[config.mk]
export PLATFORM = sky130hd
export DESIGN_NAME = fcs_sequencer
export DESIGN_NICKNAME = d
export VERILOG_FILES = /design/src/verilog/fcs_pkg.sv /design/src/verilog/fcs_sequencer.sv
export SDC_FILE = /design/constraint.sdc
export NUM_CORES = 1
export LEC_CHECK = 0
export BUFFER_PORTS_ARGS = -buffer_cell sky130_fd_sc_hd__buf_2
export CORE_ASPECT_RATIO = 1.4
export CORE_MARGIN = 4
export CORE_UTILIZATION = 54
export DETAILED_ROUTE_END_ITERATION = 8
export PLACE_DENSITY = 0.79
export REMOVE_ABC_BUFFERS = 1
export SLEW_MARGIN = 20
export SYNTH_ARGS = -nofsm -noshare
export SYNTH_HDL_FRONTEND = slang
export SYNTH_SLANG_ARGS = --single-unit
export TNS_END_PERCENT = 100
[constraint.sdc]
create_clock -name clock -period 3.4 [get_ports clock]
set_clock_uncertainty 0.15 [all_clocks]
set_input_delay 0.34 -clock clock [delete_from_list [all_inputs] [get_ports clock]]
set_output_delay 0.34 -clock clock [all_outputs]
set_load 0.01 [all_outputs]
[src/verilog/fcs_pkg.sv]
// shared constants and types of the flash command sequencer
// assumes a single 250 MHz clock shared by the cpu bus and the array macro
package fcs_pkg;
    // clock period in ns
    localparam int CLK_NS = 4;
    // longest byte program and protect time, in ns
    localparam int PROG_NS = 40000;
    // longest sector or chip erase time, in ns
    localparam int ERASE_NS = 30000000;
    // longest times round down to whole cycles
    localparam int PROG_CYC = PROG_NS / CLK_NS;
    localparam int ERASE_CYC = ERASE_NS / CLK_NS;
    // busy counter width, wide enough for the erase count
    localparam int CNT_W = 23;

    // unlock addresses, low 12 bits only
    localparam logic [11:0] ADR_UNL1 = 12'h555;
    localparam logic [11:0] ADR_UNL2 = 12'hAAA;
    // protect status address, all 16 bits
    localparam logic [15:0] ADR_PROT = 16'hFF7F;
    // identification addresses
    localparam logic [15:0] ADR_MAKER = 16'hF000;
    localparam logic [15:0] ADR_MACRO = 16'hF001;
    localparam logic [15:0] ADR_SIZE = 16'hF002;
    // serial bank 0 window offset (9xxx maps to 1xxx)
    localparam logic [15:0] BANK0_OFS = 16'h8000;

    // command data bytes
    localparam logic [7:0] D_UNL1 = 8'hAA;
    localparam logic [7:0] D_UNL2 = 8'h55;
    localparam logic [7:0] D_PROG = 8'hA0;
    localparam logic [7:0] D_ERASE = 8'h80;
    localparam logic [7:0] D_SECT = 8'h30;
    localparam logic [7:0] D_CHIP = 8'h10;
    localparam logic [7:0] D_IDIN = 8'h90;
    localparam logic [7:0] D_IDOUT = 8'hF0;
    localparam logic [7:0] D_PROT = 8'hA5;
    localparam logic [7:0] D_PROTV = 8'h00;

    // identification read values
    localparam logic [7:0] PROT_OFF = 8'hFF;
    localparam logic [7:0] PROT_ON = 8'h00;
    localparam logic [7:0] SIZE_60K = 8'h0E;
    localparam logic [7:0] SIZE_48K = 8'h0B;
    localparam logic [7:0] SIZE_32K = 8'h07;
    localparam logic [7:0] SIZE_24K = 8'h05;
    localparam logic [7:0] SIZE_16K = 8'h03;
    localparam logic [7:0] SIZE_8K = 8'h01;
    localparam logic [7:0] SIZE_4K = 8'h00;

    // sequence enable field values
    localparam logic [3:0] SEQ_ON = 4'h3;
    localparam logic [3:0] SEQ_OFF = 4'hC;
    // bit position of the toggle bit
    localparam int TOG_BIT = 6;

    // operating mode of the chip
    typedef enum logic [1:0] {
        MODE_MCU    = 2'b00,
        MODE_SERIAL = 2'b01,
        MODE_PAR    = 2'b10
    } fcs_mode_e;

    // cpu bus cycle towards the flash area
    typedef struct packed {
        logic        wr;
        logic        rd;
        logic [15:0] addr;
        logic [7:0]  data;
    } fcs_bus_s;

    // order to the array macro
    typedef struct packed {
        logic        prog;
        logic        sect;
        logic        chip;
        logic [15:0] addr;
        logic [7:0]  data;
    } fcs_arr_s;
endpackage

[src/verilog/fcs_sequencer.sv]
// flash command sequencer: decodes unlock sequences from cpu writes,
// orders the array macro, times busy periods and shapes read data
// assumes the array returns read data combinationally for cpu addr,
// all inputs are on the same clock, and the array does the physical work
module fcs_sequencer
    import fcs_pkg::*;
#(
    parameter int PROG_CYCLES  = PROG_CYC,  // program and protect time
    parameter int ERASE_CYCLES = ERASE_CYC, // sector and chip erase time
    parameter int ARRAY_KB     = 60,        // array size in kbytes
    parameter logic [7:0] MAKER_ID = 8'h5A, // arbitrary value
    parameter logic [7:0] MACRO_ID = 8'hC3  // arbitrary value
)
(
    input  wire logic        clock,        // system clock
    input  wire logic        rst,          // async reset, high
    input  wire fcs_mode_e   mode,         // chip operating mode
    input  wire logic [3:0]  seqEnable,    // sequence enable field
    input  wire logic        bankSel,      // serial bank select
    input  wire fcs_bus_s    bus,          // cpu cycle
    input  wire logic [7:0]  arrayRdata,   // array read data
    output fcs_arr_s         arrayCmd,     // order to array macro
    output logic [7:0]       rdData,       // cpu read data
    output logic             rdValid,      // read data valid
    output logic             busy,         // operation running
    output logic             idMode,       // identification mode
    output logic             protectOn,    // read protection set
    output logic             parReadBlock, // parallel reads blocked
    output logic             serLoadBlock  // serial loaders refused
);

    // decoder and operation states
    typedef enum logic [3:0] {
        ST_IDLE  = 4'b0000,
        ST_U1    = 4'b0001,
        ST_U2    = 4'b0010,
        ST_PROG  = 4'b0011,
        ST_E3    = 4'b0100,
        ST_E4    = 4'b0101,
        ST_E5    = 4'b0110,
        ST_PROT  = 4'b0111,
        ST_BUSY  = 4'b1000
    } fcs_state_e;

    // kind of running operation
    typedef enum logic [1:0] {
        OP_PROG  = 2'b00,
        OP_SECT  = 2'b01,
        OP_CHIP  = 2'b10,
        OP_PROT  = 2'b11
    } fcs_op_e;

    fcs_state_e         state;      // decoder state
    fcs_state_e         next_state; // decoder next state
    fcs_op_e            op;         // running operation
    fcs_op_e            next_op;    // operation to start
    logic [CNT_W-1:0]   busyCnt;    // cycles left in operation
    logic               togPhase;   // next toggle bit value
    logic               start;      // an operation begins
    fcs_arr_s           next_cmd;   // array order to issue

    // write qualified by the enable field
    wire seqOk = (seqEnable == SEQ_ON);
    wire wrOk = bus.wr & seqOk;
    // address and data matches, low 12 bits only
    wire isU1 = (bus.addr[11:0] == ADR_UNL1) & (bus.data == D_UNL1);
    wire isU2 = (bus.addr[11:0] == ADR_UNL2) & (bus.data == D_UNL2);
    wire at555 = (bus.addr[11:0] == ADR_UNL1);
    // protect confirm uses the full address
    wire isProtV = (bus.addr == ADR_PROT) & (bus.data == D_PROTV);
    // sector erase allowed outside parallel mode
    wire sectOk = (mode != MODE_PAR);

    // cpu address mapped to the physical array address
    wire bank0 = (mode == MODE_SERIAL) & ~bankSel;
    wire [15:0] physAddr = bank0 ? bus.addr - BANK0_OFS : bus.addr;

    // capacity code from the array size
    wire [7:0] sizeCode =
        (ARRAY_KB >= 60) ? SIZE_60K :
        (ARRAY_KB >= 48) ? SIZE_48K :
        (ARRAY_KB >= 32) ? SIZE_32K :
        (ARRAY_KB >= 24) ? SIZE_24K :
        (ARRAY_KB >= 16) ? SIZE_16K :
        (ARRAY_KB >= 8)  ? SIZE_8K  : SIZE_4K;

    // identification read value
    wire [7:0] protStat = protectOn ? PROT_ON : PROT_OFF;
    wire [7:0] idData =
        (bus.addr == ADR_MAKER) ? MAKER_ID :
        (bus.addr == ADR_MACRO) ? MACRO_ID :
        (bus.addr == ADR_SIZE)  ? sizeCode :
        (bus.addr == ADR_PROT)  ? protStat : arrayRdata;

    // array data with the toggle bit substituted while busy
    wire [7:0] togData =
        {arrayRdata[7], togPhase, arrayRdata[TOG_BIT-1:0]};

    // read data selection
    wire [7:0] readSel = busy ? togData :
        idMode ? idData : arrayRdata;

    // end of the running operation
    wire opDone = busy & (busyCnt == '0);

    // busy length for the operation being started
    wire [CNT_W-1:0] opLen = (next_op == OP_SECT || next_op == OP_CHIP)
        ? CNT_W'(ERASE_CYCLES - 1) : CNT_W'(PROG_CYCLES - 1);

    // identification mode entry and exit requests
    logic idEnter; // identification entry seen
    logic idExit;  // identification exit seen

    // sequence decoder
    always_comb
    begin
        next_state = state;
        next_op = op;
        next_cmd = '0;
        start = 1'b0;
        idEnter = 1'b0;
        idExit = 1'b0;
        if (state == ST_BUSY)
        begin
            // writes during an operation are ignored
            if (opDone)
                next_state = ST_IDLE;
        end
        else if (wrOk)
        begin
            // a stray write drops back to the idle state
            next_state = ST_IDLE;
            unique case (state)
                ST_IDLE:
                begin
                    if (isU1)
                        next_state = ST_U1;
                    else if (bus.data == D_IDOUT)
                        idExit = 1'b1;
                end
                ST_U1:
                begin
                    if (isU2)
                        next_state = ST_U2;
                end
                ST_U2:
                begin
                    // third write picks the command
                    if (at555 && bus.data == D_PROG)
                        next_state = ST_PROG;
                    else if (at555 && bus.data == D_ERASE)
                        next_state = ST_E3;
                    else if (at555 && bus.data == D_IDIN)
                        idEnter = 1'b1;
                    else if (at555 && bus.data == D_IDOUT)
                        idExit = 1'b1;
                    else if (at555 && bus.data == D_PROT)
                        next_state = ST_PROT;
                end
                ST_PROG:
                begin
                    // fourth write carries target and value
                    next_state = ST_BUSY;
                    next_op = OP_PROG;
                    start = 1'b1;
                    next_cmd.prog = 1'b1;
                    next_cmd.addr = physAddr;
                    next_cmd.data = bus.data;
                end
                ST_E3:
                begin
                    if (isU1)
                        next_state = ST_E4;
                end
                ST_E4:
                begin
                    if (isU2)
                        next_state = ST_E5;
                end
                ST_E5:
                begin
                    if (bus.data == D_SECT && sectOk)
                    begin
                        // sector picked by top nibble only
                        next_state = ST_BUSY;
                        next_op = OP_SECT;
                        start = 1'b1;
                        next_cmd.sect = 1'b1;
                        next_cmd.addr = {physAddr[15:12], 12'h000};
                    end
                    else if (at555 && bus.data == D_CHIP)
                    begin
                        next_state = ST_BUSY;
                        next_op = OP_CHIP;
                        start = 1'b1;
                        next_cmd.chip = 1'b1;
                    end
                end
                ST_PROT:
                begin
                    if (isProtV)
                    begin
                        next_state = ST_BUSY;
                        next_op = OP_PROT;
                        start = 1'b1;
                    end
                end
                default:
                    next_state = ST_IDLE;
            endcase
        end
    end

    // decoder state and operation kind
    always_ff @(posedge clock or posedge rst)
    begin
        if (rst)
        begin
            state <= ST_IDLE;
            op <= OP_PROG;
        end
        else
        begin
            state <= next_state;
            op <= next_op;
        end
    end

    // busy flag and countdown
    always_ff @(posedge clock or posedge rst)
    begin
        if (rst)
        begin
            busy <= 1'b0;
            busyCnt <= '0;
        end
        else if (start)
        begin
            busy <= 1'b1;
            busyCnt <= opLen;
        end
        else if (opDone)
            busy <= 1'b0;
        else if (busy)
            busyCnt <= busyCnt - 1'b1;
    end

    // toggle bit: 1 on first read, inverted per read
    always_ff @(posedge clock or posedge rst)
    begin
        if (rst)
            togPhase <= 1'b1;
        else if (start)
            togPhase <= 1'b1;
        else if (busy && bus.rd)
            togPhase <= ~togPhase;
    end

    // identification mode flag
    always_ff @(posedge clock or posedge rst)
    begin
        if (rst)
            idMode <= 1'b0;
        else if (idEnter)
            idMode <= 1'b1;
        else if (idExit)
            idMode <= 1'b0;
    end

    // protection: set by protect, cleared only by chip erase
    always_ff @(posedge clock or posedge rst)
    begin
        if (rst)
            protectOn <= 1'b0;
        else if (opDone && op == OP_PROT)
            protectOn <= 1'b1;
        else if (opDone && op == OP_CHIP)
            protectOn <= 1'b0;
    end

    // protection gates towards the loaders
    always_ff @(posedge clock or posedge rst)
    begin
        if (rst)
        begin
            parReadBlock <= 1'b0;
            serLoadBlock <= 1'b0;
        end
        else
        begin
            parReadBlock <= protectOn & (mode == MODE_PAR);
            serLoadBlock <= protectOn & (mode == MODE_SERIAL);
        end
    end

    // one-cycle order to the array macro
    always_ff @(posedge clock or posedge rst)
    begin
        if (rst)
            arrayCmd <= '0;
        else
            arrayCmd <= next_cmd;
    end

    // registered read data
    always_ff @(posedge clock or posedge rst)
    begin
        if (rst)
        begin
            rdData <= '0;
            rdValid <= 1'b0;
        end
        else
        begin
            rdValid <= bus.rd;
            if (bus.rd)
                rdData <= readSel;
        end
    end

endmodule
======== Yosys cells after proc, flatten, opt, wreduce, memory -nomap -nowiden ========
Index checks and enable logic that the tools add are counted.
word-level totals
  register bits after elaboration ......... 71
  latch bits .............................. 0
  RAM bits ................................ 0
  memory bits (read-only) ................. 0
  input bits .............................. 43
  output and inout port bits .............. 41
  word-level logic and storage cells ...... 155
  memories kept ........................... 0
cells by class
  add/sub/neg operators ................... 2
  multipliers ............................. 0
  divide/modulo/power cells ............... 0
  $lt $le $gt $ge ......................... 0
  eq/ne operators ......................... 33
  shifts and indexed selects .............. 0
  mux-type cells .......................... 72
  bitwise gates (word level) .............. 10
  reductions and logical operators ........ 22
operator list
  kind                                                    count
  2-to-1 mux 23 bit                                       4
  equality test 16 bit (second input constant)            4
  2-to-1 mux 8 bit                                        8
  2-to-1 mux 27 bit                                       2
  equality test 8 bit (second input constant)             6
  2-to-1 mux 4 bit                                        10
  2-to-1 mux 16 bit                                       2
  case mux 16 bit (2 select lines)                        1
  case mux 4 bit (8 select lines)                         1
  2-to-1 mux 1 bit                                        31
  logical NOT 23 bit                                      1
  subtractor 23 x 1 -> 23 bit (second input constant)     1
  equality test 4 x 3 -> 1 bit (second input constant)    4
  subtractor 16 bit (second input constant)               1
  2-to-1 mux 2 bit                                        7
  equality test 12 x 11 -> 1 bit (second input constant)  1
  equality test 12 bit (second input constant)            1
  equality test 4 x 2 -> 1 bit (second input constant)    3
  nonzero test 2 bit                                      6
  logical AND 1 bit                                       10
  2-to-1 mux 3 bit                                        3
  AND 1 bit                                               8
  equality test 2 bit (second input constant)             4
  equality test 8 x 5 -> 1 bit (second input constant)    1
  other kinds (14)                                        19

======== Depth between registers and ports, before layout ========
Gate-level depths: netlist of run 1.
  word-level depth ........................ 11
  mapped depth ............................ 9
  gate-level depth less buffers ........... 9

======== Worst setup path before layout of run 1 ========
OpenSTA, ideal clock, no wires.
  kind .................................... register to register
  start point ............................. register busyCnt[16]
  end point ............................... register protectOn
  library setup time ...................... 0.125 ns
  arrival ................................. 2.277 ns
  data required time ...................... 3.125 ns
  path slack .............................. 0.849 ns
  stages on the path, launching flop included .. 7
  buffers on the path ..................... 0
  period minus slack after synthesis ...... 2.551 ns
  cell sequence ........................... dfrtp_1 -> or4_4 -> or4_4 -> nor2_1 -> nand3_1 -> nor3b_1 -> mux2_2
between the ends
  cells in the longest elaborated chain, start to end .. 4
  elaborated cells between the ends (all ways) .. 6
  those cells by class .................... 1 x mux; 1 x bitwise; 4 x reduce/logical
ends and longest elaborated chain
  item                                                    line                                        RTL
  start, declared                                         fcs_sequencer.sv:57                         logic [CNT_W-1:0] busyCnt;
  start signal, assigned                                  fcs_sequencer.sv:240                        busyCnt <= opLen;
  start signal, assigned                                  fcs_sequencer.sv:245                        busyCnt <= busyCnt - 1'b1;
  logical NOT 23 bit (*)                                  fcs_sequencer.sv:104                        wire opDone = busy & (busyCnt == '0);
  AND 1 bit (*)                                           fcs_sequencer.sv:104
  logical AND 1 bit, on equally long branches             fcs_sequencer.sv:275, fcs_sequencer.sv:277
  2-to-1 mux 1 bit or nonzero test 2 bit (tied branches)  n/a
  end signal, assigned                                    fcs_sequencer.sv:274                        protectOn <= 1'b0;
  end signal, assigned                                    fcs_sequencer.sv:276                        protectOn <= 1'b1;
  end signal, assigned                                    fcs_sequencer.sv:278                        protectOn <= 1'b0;
  end, declared                                           fcs_sequencer.sv:27                         output logic protectOn,
Every way passes the cells marked *; elsewhere a longest branch is shown, timed or not.
A chain may end at the register's enable or synchronous reset.

======== Final worst setup path of run 1 ========
  start point ............................. register busyCnt[16]
  end point ............................... register busyCnt[12]
between the ends
  cells in the longest elaborated chain, start to end .. 4
ends and longest elaborated chain
  item                             line
  logical NOT 23 bit               fcs_sequencer.sv:104
  AND 1 bit                        fcs_sequencer.sv:104
  inequality test 2 bit (no line)  n/a
  AND reduction 2 bit (no line)    n/a
No other way between the ends.

==> results of run 1 <==
-- state kept, by name, summed over array words and instances, names as in the netlist --
signal / cells
arrayCmd: 27
busyCnt: 23
rdData: 8
state: 4
op: 2
busy: 1
idMode: 1
parReadBlock: 1
protectOn: 1
rdValid: 1
serLoadBlock: 1
togPhase: 1
-- cell type report --
| class | count | area [µm²] | share of cell area |
|---|---|---|---|
| Clock buffer | 11 | 151 | 0.0333 |
| Timing Repair Buffer | 88 | 455 | 0.100 |
| Clock inverter | 5 | 128 | 0.0281 |
| Tap cell | 92 | 115 | 0.0253 |
| Sequential cell | 71 | 1780 | 0.391 |
| Inverter | 14 | 55.1 | 0.0121 |
| Multi-Input combinational cell | 287 | 1860 | 0.410 |
-- kinds of logic (layout without fill, tap and decap cells) --
| logic type | count (synthesis) | in the layout | share of synthesized area |
|---|---|---|---|
| XOR/XNOR | 10 | 10 | 0.0232 |
| adder cells (fa/ha/maj) | 1 | 1 | 0.00332 |
| multiplexers | 3 | 3 | 0.00895 |
| flip-flops | 71 | 71 | 0.471 |
| AND/OR/NAND/NOR | 189 | 189 | 0.295 |
| AO/OA/AOI/OAI | 84 | 84 | 0.163 |
| buffers and inverters | 31 | 118 | 0.0351 |
-- metrics by stage --
step | instance area, µm² | hold WS [ns] | instances
floorplan | 3700 | 0.221 | 372
global placement | 4260 | 0.0689 | 551
detailed placement | 4260 | 0.0714 | 551
CTS | 4550 | 0.0569 | 568
global route | 4550 | 0.0533 | 568
finish | 4550 | 0.0651 | 568
-- layout by cell type, fill, tap and decap left out, drive strengths merged, types with 4 or more instances in the layout --
master,count
buf,87
dfrtp,70
nor2,32
nand2,26
a21oi,24
and2,23
nor3,23
nand3,19
inv,14
clkbuf,11
o21ai,11
nor4,10
or4,10
xnor2,8
a21o,8
nor2b,6
nand4,6
or3,5
nand2b,5
o21a,5
nor3b,5
nand4b,4
and3,4
bufinv,4
o22ai,4
a21boi,4
-- worst paths after layout --
path                                          from                       to  slack [ns]  depth (start not counted)
max in group asynchronous                      rst     togPhase$_DFFE_PP1P_        2.13                          4
max                        busyCnt[16]$_DFFE_PP0P_  busyCnt[12]$_DFFE_PP0P_        0.64                          7
min reg2reg                  rdData[1]$_DFFE_PP0P_    rdData[1]$_DFFE_PP0P_        0.36                          1
max reg2reg                busyCnt[16]$_DFFE_PP0P_  busyCnt[12]$_DFFE_PP0P_        0.64                          7
min                                        bus[21]   arrayCmd[21]$_DFF_PP0_        0.07                          2
min in group asynchronous                      rst   arrayCmd[21]$_DFF_PP0_        0.26                          3
-- metal layers --
metal,GRT usage,wire [µm]
met5,0,0
met3,0.0429,441
met2,0.419,4990
met1,0.265,3570
met4,0.0988,275
-- report_power, final --
group / leakage [nW] / total (W) / switching [W] / internal [W]
Clock: 0.136 / 0.000917 / 0.000316 / 0.000602
Sequential: 0.877 / 0.000887 / 0.0000167 / 0.000870
Combinational: 1.10 / 0.000133 / 0.0000776 / 0.0000557
Total: 2.12 / 0.00194 / 0.000410 / 0.00153
-- critical path: stages (launching register included) --
cell	delay, ns
dfrtp_1	0.42
or4_4	0.56
or4_4	0.53
o31ai_4	0.42
o21a_4	0.27
inv_4	0.07
a21oi_1	0.14
nor3_1	0.06
-- what timing repair did --
action,CTS,global route
hold endpoints to repair,22,0
hold buffers,1,0
setup endpoints to repair,0,0
gates resized for setup,0,0
==> flow_summary.ini, run 1 <==
[clock_network]
clock_slew_at_the_register_clock_pins_of_the_worst_setup_and_hold_paths_ns = 0.08
clkSinkCount = 71
tritoncts.num_buffers = 9
clock_tree.root_cell = clkbuf_8
cts_htree_levels = 3
worst_skew_pair.late_latency_ns = 0.35
tritoncts = yes
cts_setup_buffers = 0
clk_path_buf_depth = 2

[sta]
setup_viol = 0
rsz0062_at_grt = no
post-route-period-util = 0.812
max-slew-margin-rel = 0.429
layout_setup_ws_ns = 0.638
time_the_worst_path_needs_with_i_o_delays_and_setup_ns = 2.76
max_slew.worst_pin.slew_ns = 0.853
fmax_ghz = 0.362
setup_total_negative_slack_ns = 0
timing_max_transition_violations_final = 0
report.final.hold_viol_count = 0

[hold_path]
hp-class = input pin to flip-flop

[setup_path]
start_kind = flip-flop
crit_arrival_ns = 2.83
endpoint_kind = flip-flop
worst_ep_required_time_ns = 3.47
worstPathMaxFanout = 8
critical_path_class = flip-flop to flip-flop

[yosys]
unique_masters_post_synth = 73
ys_top_cells_by_count = 70 x dfrtp_1, 31 x nor2_1, 26 x nand2_1
dominantRegCellSynth = dfrtp_1
synthMostInstantiatedCell = dfrtp_1
synth-seq-area-share = 0.471
yosys_register_bits = 71
total_standard_cell_area_after_synthesis_um2 = 3770
synth_warnings = 0
synth_top_area_share = 0.464
synth-edff-count = 0
postSynthCellCount = 389
synthesis.area_per_instance_um2 = 9.70
postSynth.asyncResetShare = 1.00
synthTopCellsByArea = dfrtp_1 46%, and2_1 3.8%, a21oi_1 3.2%, nor2_1 3.1%, nor3_1 2.8%
synth_top_area_cell = dfrtp_1

[placement]
routabilityCongestion = 0.917
place.detailed.hpwl_mm = 7.07
post-place-ws_ns = 0.570
number_of_i_o_port_buffers = 83

[global_routing]
initial_antenna_violation_count = 0
grt_usage = 0.232
vias_in_the_first_global_route = 3222
grt_pass1_wl_mm = 15.3
grt_max_degree = 40
global_route.overflow_total = 0

[power]
power.density_cell_area_nw_per_um2 = 426
leakagePower_nw = 2.12
totalPowerFinal_w = 0.00194
power.ir.vdd_worst_mv = 0.228

[finish]
fraction_of_final_layout_cells_with_drive_strength_greater_than_1 = 0.284
syn_to_final_growth_pct = 20.5
num-fill-cells = 557
core_occupancy_in_the_finished_layout = 0.678
nNetsFinal = 515
antenna_cells = 0

[flow_run]
cap_violations = 0

[floorplanning]
die_x_um = 78.7
core.rowCount = 35
core_um2 = 6700
num_io_pins = 84
chipHeight_um = 107
initial_core_util = 0.563
floorplan.die_area_um2 = 8410

[drt]
dr.pass1.iters = 4
detail_route.wl_per_cell_um = 16.3
detail-route-antenna-nets = 0
violation_count_after_the_first_detailed_routing_iteration = 212
totalWireLength_mm = 9.27
routed-via-count = 3300
vias_per_cell = 5.81
drc = 0

[run_status]
run_status = finished clean
Note: power is estimated with default switching activity, not from simulation.
==> run 2: changes to the inputs <==
CORE_UTILIZATION = 49   (was 54)
PLACE_DENSITY = 0.75   (was 0.79)
clock period = 2.39 ns   (was 3.4 ns; I/O delays follow)
==> run 2 against run 1 <==
Compared with the run above: the flow now finishes with violations (negative setup slack); sequential share of layout area fell by 5.6 points; clock-buffer cell count fell by 2; routed wire length rose by 13%; die area rose by 9.3%; register-to-register slack got worse by 0.83 ns; clock power barely moved; final cell count rose by 16%; worst hold slack got worse by 0.044 ns; critical path type unchanged; highest routed layer unchanged.
==> flow_summary.ini, run 2 (synthesized netlist as in run 1, its figures left out) <==
[setup_path]
endpoint_kind = flip-flop
critical_path_class = flip-flop to flip-flop
worst_ep_required_time_ns = 2.48
critPathMaxStageDelay_ns = 0.53
worstPathMaxFanout = 8
critical_path.cell_chain = or4_4, or4_4, o31ai_4, o21a_4, inv_6, a21oi_2, nor3_1
slowest_stage = or4_4
crit_arrival_ns = 2.67
worst_path_most_repeated_cell = or4_4
start_kind = flip-flop
setup.reg_to_reg.worst_slack_ns = -0.19

[run_status]
run_status = finished with violations
failed_checks = negative setup slack

[hold_path]
hp-class = input pin to flip-flop

[drt]
drc = 0
routed-via-count = 3700
dr.pass1.iters = 4
violation_count_after_the_first_detailed_routing_iteration = 212
detail_route.wl_per_cell_um = 15.9
vias_per_cell = 5.60
detail-route-antenna-nets = 0
totalWireLength_mm = 10.5

[finish]
syn_to_final_growth_pct = 40.5
largest_register = arrayCmd
layout.cells.most_common = buf_2
largest_register_ffs = 27
multi_input_comb_area_um2 = 1990
nNetsFinal = 603
final_cell_mix = 83 x buf_2, 77 x buf_4, 70 x dfrtp_1, 31 x nor2_1, 24 x nand2_1
reg_top3 = arrayCmd x27, busyCnt x23, rdData x8
antenna_cells = 0
num-fill-cells = 558
sequential_cell_area_um2 = 1780
core_occupancy_in_the_finished_layout = 0.716
fraction_of_final_layout_cells_with_drive_strength_greater_than_1 = 0.420

[sta]
time_the_worst_path_needs_with_i_o_delays_and_setup_ns = 2.58
timing_max_transition_violations_final = 0
fmax_ghz = 0.387
max_slew.worst_pin.slew_ns = 0.496
report.final.hold_viol_count = 0
max-slew-margin-rel = 0.665
rsz0062_at_grt = yes
setup_viol = 25
post-route-period-util = 1.08
layout_setup_ws_ns = -0.193

[clock_network]
cts_htree_levels = 3
clock_slew_at_the_register_clock_pins_of_the_worst_setup_and_hold_paths_ns = 0.08
worst_skew_pair.late_latency_ns = 0.35
tritoncts.num_buffers = 9
tritoncts = yes
clock_tree.root_cell = clkbuf_8
clk_path_buf_depth = 2
clkSinkCount = 71

[power]
power_frac_comb = 0.099
power.switching_w = 0.000584
leakagePower_nw = 2.52
power.ir.vdd_worst_mv = 0.250
power_frac_seq = 0.522
clkPwrFrac = 0.379
internal_power_w = 0.00183
power.density_cell_area_nw_per_um2 = 454
totalPowerFinal_w = 0.00241
power.share.switching = 0.242

[global_routing]
initial_antenna_violation_count = 0
grt_usage = 0.240
grt_max_degree = 72
vias_in_the_first_global_route = 3695
grt_pass1_wl_mm = 17.1
global_route.overflow_total = 0

[floorplanning]
core_um2 = 7410
num_io_pins = 84
core.rowCount = 37
floorplan.die_area_um2 = 9190
die_x_um = 82.2
initial_core_util = 0.509
chipHeight_um = 112

[placement]
number_of_i_o_port_buffers = 83
post-place-ws_ns = -0.303
routabilityCongestion = 0.915
place.detailed.hpwl_mm = 7.62

[flow_run]
cap_violations = 0
## run 2: layout make-up
type	count	area share
tap	97	0.0229
timing repair buffer	176	0.220
inverter	14	0.0109
sequential	71	0.335
clock inverter	7	0.0120
multi-input combinational	287	0.375
clock buffer	9	0.0234
## run 2: routing by layer
| metal | up-vias | GRT usage | share of wire | wire length, µm |
|---|---|---|---|---|
| met5 | - | 0 | 0 | 0 |
| met4 | 0 | 0.118 | 0.038 | 396 |
| met3 | 36 | 0.0542 | 0.054 | 572 |
| met2 | 122 | 0.431 | 0.54 | 5670 |
| met1 | 1790 | 0.254 | 0.37 | 3860 |
| li1 | 1752 | - | - | - |
## run 2: final timing paths
kind                                         start                     end  cells after the start
max in group asynchronous                      rst    togPhase$_DFFE_PP1P_                      4
setup reg to reg           busyCnt[17]$_DFFE_PP0P_  busyCnt[6]$_DFFE_PP0P_                      7
setup / recovery           busyCnt[17]$_DFFE_PP0P_  busyCnt[6]$_DFFE_PP0P_                      7
hold reg to reg              rdData[1]$_DFFE_PP0P_   rdData[1]$_DFFE_PP0P_                      1
min in group asynchronous                      rst  arrayCmd[22]$_DFF_PP0_                      4
hold / removal                             bus[19]  arrayCmd[19]$_DFF_PP0_                      2
## run 2: worst max-delay path, delay by kind of cell (launching register included)
kind / cells / cell delay (ns)
AOI/OAI and AO/OA: 3 / 0.74
buffers and inverters: 1 / 0.07
DFF: 1 / 0.39
and+or+nand+nor: 3 / 1.10
## run 2: power by group through the flow
stage | clock network, W | registers [W] | logic [W]
2_1_floorplan | 0 | 0.00129 | 0.0000804
3_3_place_gp | 0 | 0.00128 | 0.000215
3_5_place_dp | 0 | 0.00128 | 0.000222
4_1_cts | 0.000939 | 0.00126 | 0.000238
5_1_grt | 0.00100 | 0.00126 | 0.000262
6_report | 0.000914 | 0.00126 | 0.000239
## run 2: timing repair
action,in CTS,in global routing
resized for setup,20,13
hold endpoints to repair,81,0
pin swaps,11,13
hold buffers,12,0
setup buffers,2,2
setup endpoints to repair,25,26
## run 2: metrics by stage
step | cells | instance area, µm² | hold slack [ns] | TNS, ns
6_report | 661 | 5300 | 0.0210 | -2.98
5_1_grt | 661 | 5300 | 0.0111 | -5.01
3_5_place_dp | 629 | 4820 | 0.195 | -5.78
3_3_place_gp | 629 | 4820 | 0.192 | -4.91
4_1_cts | 659 | 5230 | 0.000700 | -2.65
2_1_floorplan | 372 | 3700 | 0.120 | -1.20
